===== config.mk =====
export PLATFORM = sky130hd
export DESIGN_NAME = aol_alarm_lines
export DESIGN_NICKNAME = d
export VERILOG_FILES = /design/src/hw/aol_alarm_lines.v
export VERILOG_INCLUDE_DIRS = /design/src /design/src/hw
export SDC_FILE = /design/constraint.sdc
export NUM_CORES = 1
export LEC_CHECK = 0
export BUFFER_PORTS_ARGS = -buffer_cell sky130_fd_sc_hd__buf_4
export CORE_MARGIN = 2
export CORE_UTILIZATION = 30
export DETAILED_ROUTE_END_ITERATION = 12
export PLACE_DENSITY = 0.46
export RECOVER_POWER = 50
export SLEW_MARGIN = 20
export SYNTH_ARGS = -nofsm -noshare
export SYNTH_HDL_FRONTEND = slang
export SYNTH_SLANG_ARGS = --single-unit

===== constraint.sdc =====
create_clock -name clk -period 4.1 [get_ports clk]
set_input_delay 0.615 -clock clk [delete_from_list [all_inputs] [get_ports clk]]
set_output_delay 0.615 -clock clk [all_outputs]
set_load 0.01 [all_outputs]

===== src/hw/aol_consts.vh =====
// Purpose: constants for the alarm output line block
// Assumes: 32-bit Avalon-MM register words, byte addresses
// Notes:   offsets are byte addresses of aligned words
`ifndef AOL_CONSTS_VH
`define AOL_CONSTS_VH

`define AOL_OFF_CTRL      8'h00
`define AOL_OFF_CLEAR     8'h04
`define AOL_OFF_STATUS    8'h08
`define AOL_OFF_MAP       8'h0C
`define AOL_OFF_DCFG      8'h10
`define AOL_OFF_DPAT      8'h14
`define AOL_OFF_DMASK     8'h18
`define AOL_OFF_TLIM      8'h1C
`define AOL_OFF_TCNT      8'h20
`define AOL_OFF_DIN       8'h24

`define AOL_CTRL_LATCH    0
`define AOL_CTRL_HIGHPOL  1
`define AOL_CLR_ALL       4
`define AOL_DCFG_EN       0
`define AOL_DCFG_MISM     1
`define AOL_DCFG_TEN      2

`define AOL_CTRL_RST      2'h0
`define AOL_MAP_RST       32'h00000000
`define AOL_UNMAPPED_RD   32'h00000000

`endif


===== src/hw/aol_alarm_lines.v =====
// Function
// - Four alarm lines, each the OR of channels mapped to it.
// - Any channel maps to one line; many channels may share a line.
// - One latched/tracking setting serves all four lines.
// - Factory reset drops all lines; alarm queue is not touched.
// - Latched: set on first alarm, hold until scan start, power or clear.
// - Manual clear allowed any time, reading memory keeps its alarm data.
// - Tracking: line follows the live alarm condition.
// - Tracking: scan start also drops the lines.
// - One shared polarity: active low means 0 is alarm, active high means 1.
// - Factory reset returns polarity to active low.
// - Clear any lines selected by a bit mask, or all four together.
// - Digital alarm when masked input equals, or mismatches, masked pattern.
// - Care-mask bits at 0 are excluded from the compare.
// - Digital and totalizer alarms evaluated always once enabled.
// - Compare starts at lowest channel bit, spans the configured width.
// - Alarm records go to reading memory only while scanning.
// - Scan start wipes reading memory, alarm queue entries stay.
// - Totalizer alarm when count reaches enabled upper limit.
// - Polarity change acts on the pins at once, no glitch filter.
// - Unmapped channels report on line 1.
//
// Purpose: alarm line drive with digital pattern and totalizer alarm sources
// Assumes: analog channel alarm levels arrive synchronous to clk
// Notes:   reading memory and queue live outside; this block gives write strobes

`include "aol_consts.vh"

module aol_alarm_lines #(
	parameter NCH   = 4,
	parameter DW    = 32,
	parameter TW    = 32
)(
	input  wire                 clk,
	input  wire                 rstn,
	input  wire [7:0]           avs_address,
	input  wire                 avs_read,
	input  wire                 avs_write,
	input  wire [31:0]          avs_writedata,
	input  wire [3:0]           avs_byteenable,
	output reg  [31:0]          avs_readdata,
	output reg                  avs_waitrequest,
	input  wire [NCH-1:0]       chan_alarm,
	input  wire [DW-1:0]        din_port,
	input  wire                 scan_start,
	input  wire                 scan_active,
	input  wire                 tot_pulse,
	output reg  [3:0]           alarm_out,
	output reg                  mem_alarm_wr,
	output reg  [1:0]           mem_alarm_src,
	output reg                  queue_alarm_wr,
	output reg  [1:0]           queue_alarm_src
);

	// ****************************************************************
	// Register state
	// ****************************************************************
	reg  [1:0]      ctrl_ff;
	reg  [31:0]     map_ff;
	reg  [2:0]      dcfg_ff;
	reg  [DW-1:0]   dpat_ff;
	reg  [DW-1:0]   dmask_ff;
	reg  [TW-1:0]   tlim_ff;
	reg  [TW-1:0]   tcnt_ff;
	reg  [3:0]      line_ff;
	reg  [3:0]      clr_ff;
	reg             dig_prev_ff;
	reg             tot_prev_ff;
	reg  [DW-1:0]   din_s1_ff;
	reg  [DW-1:0]   din_s2_ff;
	reg  [1:0]      tot_sync_ff;
	reg             tot_seen_ff;
	reg  [3:0]      nxt_line;
	reg  [3:0]      nxt_clr;
	reg  [31:0]     nxt_rd;

	wire            acc  = avs_read | avs_write;
	wire            wr   = avs_write & avs_waitrequest;
	wire            rd   = avs_read & avs_waitrequest;

	// ****************************************************************
	// Alarm sources
	// ****************************************************************
	// Compare runs from bit 0 upward across DW; masked-out bits drop out
	wire            dig_match = ((din_s2_ff ^ dpat_ff) & dmask_ff) == {DW{1'b0}};
	wire            dig_alarm = dcfg_ff[`AOL_DCFG_EN] &
	                            (dcfg_ff[`AOL_DCFG_MISM] ? ~dig_match : dig_match);
	wire            tot_alarm = dcfg_ff[`AOL_DCFG_TEN] & (tcnt_ff >= tlim_ff);

	// Sources: analog channels, then digital and totalizer as two more channels
	wire [NCH+1:0]  src_alarm = {tot_alarm, dig_alarm, chan_alarm};

	// Per-line OR of mapped sources, two map bits per source
	reg  [3:0]      line_req;
	integer         i;
	always @*
	begin
		line_req = 4'h0;
		for (i = 0; i < NCH + 2; i = i + 1)
		begin
			if (src_alarm[i])
				line_req[map_ff[2*i +: 2]] = 1'b1;
		end
	end

	// ****************************************************************
	// Line update
	// ****************************************************************
	always @*
	begin
		nxt_clr = 4'h0;
		if (wr && avs_address == `AOL_OFF_CLEAR && avs_byteenable[0])
			nxt_clr = avs_writedata[`AOL_CLR_ALL] ? 4'hF : avs_writedata[3:0];
		if (ctrl_ff[`AOL_CTRL_LATCH])
		begin
			// Scan start and clear wipe first, a live alarm then sets again
			nxt_line = line_ff;
			if (scan_start)
				nxt_line = 4'h0;
			nxt_line = (nxt_line & ~clr_ff) | line_req;
		end
		else
		begin
			nxt_line = line_req & ~clr_ff;
			if (scan_start)
				nxt_line = 4'h0;
		end
	end

	// ****************************************************************
	// Clocked state
	// ****************************************************************
	always @(posedge clk)
	begin
		din_s1_ff <= din_port;
		din_s2_ff <= din_s1_ff;
		if (!rstn)
		begin
			ctrl_ff         <= `AOL_CTRL_RST;
			map_ff          <= `AOL_MAP_RST;
			dcfg_ff         <= 3'h0;
			dpat_ff         <= {DW{1'b0}};
			dmask_ff        <= {DW{1'b0}};
			tlim_ff         <= {TW{1'b0}};
			tcnt_ff         <= {TW{1'b0}};
			line_ff         <= 4'h0;
			clr_ff          <= 4'h0;
			dig_prev_ff     <= 1'b0;
			tot_prev_ff     <= 1'b0;
			tot_sync_ff     <= 2'h0;
			tot_seen_ff     <= 1'b0;
			alarm_out       <= 4'hF;
			avs_waitrequest <= 1'b1;
			avs_readdata    <= 32'h00000000;
			mem_alarm_wr    <= 1'b0;
			mem_alarm_src   <= 2'h0;
			queue_alarm_wr  <= 1'b0;
			queue_alarm_src <= 2'h0;
		end
		else
		begin
			// One wait cycle per access, then release
			avs_waitrequest <= ~(acc & avs_waitrequest);
			if (rd)
				avs_readdata <= nxt_rd;
			if (wr)
			begin
				case (avs_address)
					`AOL_OFF_CTRL:  ctrl_ff  <= avs_writedata[1:0];
					`AOL_OFF_MAP:   map_ff   <= avs_writedata;
					`AOL_OFF_DCFG:  dcfg_ff  <= avs_writedata[2:0];
					`AOL_OFF_DPAT:  dpat_ff  <= avs_writedata[DW-1:0];
					`AOL_OFF_DMASK: dmask_ff <= avs_writedata[DW-1:0];
					`AOL_OFF_TLIM:  tlim_ff  <= avs_writedata[TW-1:0];
					default:        ;
				endcase
			end
			// Totalizer counts rising edges of its input pin
			tot_sync_ff <= {tot_sync_ff[0], tot_pulse};
			tot_seen_ff <= tot_sync_ff[1];
			if (wr && avs_address == `AOL_OFF_TCNT)
				tcnt_ff <= {TW{1'b0}};
			else if (tot_sync_ff[1] && !tot_seen_ff && tcnt_ff != {TW{1'b1}})
				tcnt_ff <= tcnt_ff + {{(TW-1){1'b0}}, 1'b1};
			clr_ff  <= nxt_clr;
			line_ff <= nxt_line;
			// Pins reflect polarity at once; changing it may flip the pins
			alarm_out <= ctrl_ff[`AOL_CTRL_HIGHPOL] ? nxt_line : ~nxt_line;
			// Records on rising alarm edges; queue always, memory only in a scan
			dig_prev_ff <= dig_alarm;
			tot_prev_ff <= tot_alarm;
			queue_alarm_wr  <= (dig_alarm & ~dig_prev_ff) | (tot_alarm & ~tot_prev_ff);
			queue_alarm_src <= (dig_alarm & ~dig_prev_ff) ? 2'h1 : 2'h2;
			mem_alarm_wr    <= scan_active & ~scan_start &
			                   ((dig_alarm & ~dig_prev_ff) | (tot_alarm & ~tot_prev_ff));
			mem_alarm_src   <= (dig_alarm & ~dig_prev_ff) ? 2'h1 : 2'h2;
		end
	end

	// ****************************************************************
	// Read mux
	// ****************************************************************
	// Upper bits stay zero; a zero-width pad would be illegal at full width
	always @*
	begin
		nxt_rd = 32'h00000000;
		case (avs_address)
			`AOL_OFF_CTRL:   nxt_rd[1:0] = ctrl_ff;
			`AOL_OFF_CLEAR:  nxt_rd = 32'h00000000;
			`AOL_OFF_STATUS: nxt_rd[5:0] = {tot_alarm, dig_alarm, line_ff};
			`AOL_OFF_MAP:    nxt_rd = map_ff;
			`AOL_OFF_DCFG:   nxt_rd[2:0] = dcfg_ff;
			`AOL_OFF_DPAT:   nxt_rd[DW-1:0] = dpat_ff;
			`AOL_OFF_DMASK:  nxt_rd[DW-1:0] = dmask_ff;
			`AOL_OFF_TLIM:   nxt_rd[TW-1:0] = tlim_ff;
			`AOL_OFF_TCNT:   nxt_rd[TW-1:0] = tcnt_ff;
			`AOL_OFF_DIN:    nxt_rd[DW-1:0] = din_s2_ff;
			default:         nxt_rd = `AOL_UNMAPPED_RD;
		endcase
	end

endmodule


==> results of run 1 <==
[registers in the layout, indices dropped and copies added, names as in the netlist, 32 cells and up]
register and flops:
avs_readdata 32, din_s1_ff 32, din_s2_ff 32, dmask_ff 32, dpat_ff 32, map_ff 32, tcnt_ff 32, tlim_ff 32
[worst max-delay path, stage by stage]
cell and delay [ps]:
buf_4 290, inv_1 1750, clkbuf_1 910, a21oi_1 100
[stage by stage]
step / power [uW] / setup WS [ps] / hold WS [ps]
after floorplan: 3025 / 1830 / 309.6
after global placement: 3229 / 1092 / 310.9
after detailed placement: 3230 / 1036 / 312.1
after CTS: 6314 / 1141 / 138.0
after global routing: 6439 / 489.5 / 174.4
final: 6218 / 736.3 / 187.3
[per-layer routing]
layer	GRT usage, %	vias to the layer above	routed length, um
li1	-	5210	-
met1	28.69	5100	20150
met2	34.56	320	20010
met3	2.956	76	2164
met4	8.160	2	1462
met5	0	-	11
[cells in the mapped netlist, types with 10 or more instances]
master,count,area share (%)
a21oi_1,211,8.8
a221oi_1,25,1.8
a222oi_1,17,1.4
a22o_1,10,0.73
a22oi_1,25,1.6
and2_1,10,0.52
and3_1,14,0.73
clkbuf_1,72,2.3
dfxtp_1,283,47
ha_1,33,3.5
inv_1,41,1.3
mux2i_1,24,2.0
nand2_1,318,10
nand3_1,30,1.3
nand4_1,13,0.68
nor2_1,50,1.6
nor3_1,22,0.92
o21ai_0,70,2.9
xnor2_1,12,0.88
xor2_1,45,3.3
[worst paths after layout]
kind / to / startpoint / cells after the start / slack [ps]
worst max register to register: alarm_out[0]$_SDFF_PN1_ / dpat_ff[15]$_SDFFE_PN0P_ / 7 / 1170
worst min-delay path: din_s1_ff[31]$_DFF_P_ / din_port[31] / 1 / 190
worst max-delay path: tlim_ff[23]$_SDFFE_PN0P_ / rstn / 4 / 740
worst min register to register: din_s2_ff[30]$_DFF_P_ / din_s1_ff[30]$_DFF_P_ / 0 / 320
[cell families after synthesis]
logic type | synth area share (%)
adders and majority gates | 3.457
and+or+nand+nor | 18.30
xor gates and xnor gates | 4.180
AOI/OAI and AO/OA | 20.41
DFF | 47.44
buffers and inverters | 4.107
muxes | 2.106
[cell type report]
cell class                      count  area [um2]  share of cell area, %
Sequential cell                   283        5665                  39.24
Timing Repair Buffer              158        1020                  7.064
Tap cell                          525       656.9                  4.550
Clock buffer                       46       977.2                  6.769
Clock inverter                     18       157.7                  1.092
Inverter                           41       153.9                  1.066
Multi-Input combinational cell   1012        5806                  40.22
[power groups by stage]
stage	Sequential, uW	Clock, uW	Combinational (uW)
3_3_place_gp	2910	0	321
5_1_grt	2850	3260	326
6_report	2850	3070	299
2_1_floorplan	2900	0	121
4_1_cts	2850	3140	324
3_5_place_dp	2910	0	322
==> results.py, run 1 <==
metrics = {
    "timing": {
        "timing.setup.tns_ps": 0,
        "fin_crit_sh_pct": 82.04,
        "tightest_slew_ps": 2372,
        "hold_viol": 0,
        "rsz0062_at_grt": "false",
        "min_period_ps": 3364,
        "clock.fmax_mhz": 297.3,
        "timing.final.max_slew_violations": 63,
        "slew-limit-headroom_pct": -58.12,
        "skew_ps": 25.26,
        "setup_viol": 0,
    },
    "final_layout": {
        "drive_gt1_share_pct": 11.81,
        "areaGrowthSynthToFinish_pct": 20.88,
        "final_common_cell": "nand2_1",
        "n_antenna_cell": 0,
        "fin_area_um2": 14440,
        "final_cell_mix": "nand2_1, dfxtp_1, a21oi_1",
        "fin_util_pct": 36.50,
        "layout.cells.non_filler": 2083,
        "finalNetCount": 1651,
        "fill_cells": 4146,
    },
    "yosys": {
        "synth_flop_cell": "dfxtp_1",
        "syn_area_per_cell_um2": 8.404,
        "ys_seq_elements": 283,
        "synth_edf_count": 0,
        "yosysSeqAreaShare_pct": 47.44,
        "syn_inst": 1421,
        "async_flop_share_pct": 0,
        "synth_fp_nets": 1541,
        "yosys_warnings": 0,
        "ys_types": 55,
        "synth_area_um2": 11940,
    },
    "power_and_ir_drop": {
        "pwr-share-clk_pct": 49.4,
        "combPwrFrac_pct": 4.8,
        "irDropWorstVdd_v": 0.0002228,
        "p_leak_uw": 0.005207,
        "power.switching_uw": 1484,
        "power_density_nw_per_um2": 430.7,
        "power_frac_seq_pct": 45.8,
        "switching_share_pct": 23.86,
        "internal_power_uw": 4734,
    },
    "route": {
        "viasPerCell": 5.141,
        "post_drt_wl_per_cell_um": 21.03,
        "drt_iter0_drc": 937,
        "drtAntennaViolNets": 0,
        "route.detailed.drc": 0,
        "routed-via-count": 10708,
        "routed_wl_um": 43800,
        "drtPass1Iterations": 6,
    },
    "global_route": {
        "grt_pass1_wl_um": 66090,
        "grt_use_total_pct": 21.30,
        "grt_max_degree": 63,
        "grt_antenna_before_repair": 1,
        "first_global_vias": 10388,
        "gr-total-overflow": 0,
    },
    "min_path": {
        "min_path_type": "in -> reg",
    },
    "clock_tree": {
        "cts_resized": 0,
        "cts_sinks": 283,
        "tritoncts": "yes",
        "clk_latency_ps": 550,
        "cts.clk_slew.worst_paths_ps": 60,
        "cts_setup_buffers": 0,
        "cts_root_buf": "clkbuf_16",
        "hold_buffers": 0,
        "h-tree-depth": 2,
        "cts_buffer_depth": 3,
        "numCtsBuffers": 35,
    },
    "critical_path": {
        "crit_path_end_kind": "flip-flop",
        "crit_type": "in -> reg",
        "crit_arrival_ps": 3730,
        "worst_ep_required_time_ps": 4470,
        "critPathLaunchType": "input pin",
        "critPathMaxFanout": 62,
    },
    "floorplan": {
        "placementRows": 73,
        "die_w_um": 203.5,
        "dieHeight_um": 203.5,
        "start_util_pct": 30.20,
        "die_area_um2": 41420,
        "coreArea_um2": 39550,
        "pin_count": 130,
    },
    "status": {
        "status": "finished with violations",
        "violations": "capacitance limit, slew limit",
    },
    "place": {
        "hpwl_um": 29570,
        "dpl_cell_area_um2": 13480,
        "dp_cells": 2019,
        "port_buffers": 126,
        "gp_congestion": 0.8276,
    },
    "flow_run": {
        "max-cap-violations": 1,
    },
}
No activity file was read; power rests on OpenSTA's default activity.
==> inputs of run 2 (changes only) <==
--- a/config.mk
+++ b/config.mk
@@ -10,7 +10,7 @@
 export CORE_MARGIN = 2
 export CORE_UTILIZATION = 30
 export DETAILED_ROUTE_END_ITERATION = 12
-export PLACE_DENSITY = 0.46
+export PLACE_DENSITY = 0.48
 export RECOVER_POWER = 50
 export SLEW_MARGIN = 20
 export SYNTH_ARGS = -nofsm -noshare
==> constraint.sdc (replaced) <==
create_clock -name clk -period 2.8 [get_ports clk]
set_input_delay 0.42 -clock clk [delete_from_list [all_inputs] [get_ports clk]]
set_output_delay 0.42 -clock clk [all_outputs]
set_load 0.01 [all_outputs]
==> results.py, run 2 (same netlist as run 1, synthesis figures left out) <==
metrics = {
    "clock_tree": {
        "tritoncts": "yes",
        "cts.clk_slew.worst_paths_ps": 50,
        "cts_root_buf": "clkbuf_16",
        "clk_latency_ps": 550,
        "cts_sinks": 283,
        "h-tree-depth": 2,
        "numCtsBuffers": 35,
        "cts_buffer_depth": 3,
        "cts_setup_buffers": 0,
    },
    "route": {
        "drt_iter0_drc": 900,
        "post_drt_wl_per_cell_um": 20.25,
        "routed-via-count": 10877,
        "drtPass1Iterations": 7,
        "drtAntennaViolNets": 0,
        "viasPerCell": 5.078,
        "routed_wl_um": 43380,
        "route.detailed.drc": 0,
    },
    "timing": {
        "rsz0062_at_grt": "false",
        "hold_viol": 0,
        "min_period_ps": 2691,
        "timing.final.max_slew_violations": 0,
        "fin_crit_sh_pct": 96.11,
        "tightest_slew_ps": 1407,
        "slew-limit-headroom_pct": 6.176,
        "setup_viol": 0,
        "skew_ps": 25.14,
        "clock.fmax_mhz": 371.6,
    },
    "power_and_ir_drop": {
        "internal_power_uw": 6859,
        "combPwrFrac_pct": 5.4,
        "switching_share_pct": 23.68,
        "irDropWorstVdd_v": 0.0005617,
        "p_leak_uw": 0.005461,
        "pwr-share-clk_pct": 48.2,
        "finalPower_uw": 8987,
        "power_density_nw_per_um2": 598.9,
        "power.switching_uw": 2128,
        "power_frac_seq_pct": 46.4,
    },
    "critical_path": {
        "cp_slowest_cell": "mux2_2",
        "crit_arrival_ps": 3130,
        "timing.rr.start": "dpat_ff[21]$_SDFFE_PN0P_",
        "path_cells": "xor2_1, a22oi_1, nand4_1, nor4_4, buf_4, mux2_2, or3_1, a211oi_1",
        "critPathMaxFanout": 11,
        "crit_start": "dpat_ff[21]$_SDFFE_PN0P_",
        "crit_path_end_kind": "flip-flop",
        "slowest_delay_ps": 440,
        "rrSetupSlack_ps": 110,
        "worst_ep_required_time_ps": 3240,
        "worst-r2r-cell-count": 8,
        "crit_type": "reg -> reg",
        "critPathLaunchType": "flip-flop",
    },
    "place": {
        "dpl_cell_area_um2": 13780,
        "hpwl_um": 29820,
        "gp_congestion": 0.8247,
        "port_buffers": 126,
    },
    "floorplan": {
        "placementRows": 73,
        "die_area_um2": 41420,
        "coreArea_um2": 39550,
        "die_w_um": 203.5,
        "dieHeight_um": 203.5,
        "start_util_pct": 30.20,
        "pin_count": 130,
    },
    "final_layout": {
        "fin_area_um2": 15010,
        "drive_gt1_share_pct": 12.99,
        "final_common_cell": "nand2_1",
        "fin_util_pct": 37.94,
        "finalNetCount": 1717,
        "areaGrowthSynthToFinish_pct": 25.66,
        "n_antenna_cell": 0,
        "final_cell_mix": "nand2_1, dfxtp_1, a21oi_1",
    },
    "min_path": {
        "min_path_type": "in -> reg",
        "whs_path_depth": 2,
        "hp-start": "tot_pulse",
    },
    "global_route": {
        "grt_use_total_pct": 20.98,
        "first_global_vias": 10633,
        "grt_pass1_wl_um": 65410,
        "gr-total-overflow": 0,
        "grt_max_degree": 89,
        "grt_antenna_before_repair": 0,
    },
    "flow_run": {
        "max-cap-violations": 0,
    },
    "status": {
        "status": "finished clean",
    },
}
## run 2: cell types whose count changed in the layout (fill, tap and decap cells not counted), sizes merged
cell,change
buf,+29
bufinv,-1
dlygate4sd3,+32
clkinv,-9
clkbuf,+6
clkinvlp,+2
## run 2: path summary, 6_finish.rpt
| check | endpoint |
|---|---|
| worst max-delay path | alarm_out[0]$_SDFF_PN1_ |
| worst max register to register | alarm_out[0]$_SDFF_PN1_ |
| worst min register to register | din_s2_ff[11]$_DFF_P_ |
| worst min-delay path | tot_sync_ff[0]$_SDFF_PN0_ |
## run 2: cell type report
cell class	instances	area, um2
clock inverters	10	97.59
well taps	525	656.9
fillers	4153	24540
clock buffers	47	980.9
multi-input cells	1012	5836
flip-flops and latches	283	5665
inverters	41	156.4
repair buffers	224	1614
## run 2: metrics by stage
step | setup WS [ps] | cells | hold slack [ps] | setup TNS [ps]
detailed placement | -139.3 | 2053 | 312.1 | -199.2
global route | 15.55 | 2142 | 95.01 | 0
floorplan | 571.6 | 1421 | 309.6 | 0
finish | 109.0 | 2142 | 97.42 | 0
global placement | -27.98 | 2053 | 310.5 | -27.98
CTS | 10.18 | 2142 | 79.54 | 0
## run 2: critical path, delay by kind of cell (launching register included)
kind / cells / cell delay (ps)
AND/OR/NAND/NOR: 3 / 970
AO/OA/AOI/OAI: 2 / 520
multiplexers: 1 / 440
flip-flops: 1 / 320
XOR/XNOR: 1 / 160
buffers and inverters: 1 / 160
## run 2: layer usage
metal / global-route usage (%) / routed length, um
met1: 27.91 / 19920
met2: 34.39 / 20120
met3: 3.116 / 2114
met4: 7.847 / 1230
met5: 0 / 0
## run 2: what timing repair did
item | CTS | global route
hold buffers | 32 | 0
setup endpoints to repair | 4 | 1
endpoints found under the hold margin | 32 | 0
resized for setup | 2 | 4
pin swaps | 0 | 1
## run 2: power by group through the flow
stage	registers, uW	logic [uW]	clock network [uW]
5_1_grt	4180	525	4610
3_5_place_dp	4260	476	0
3_3_place_gp	4260	475	0
6_report	4170	482	4340
4_1_cts	4170	514	4470
2_1_floorplan	4250	178	0
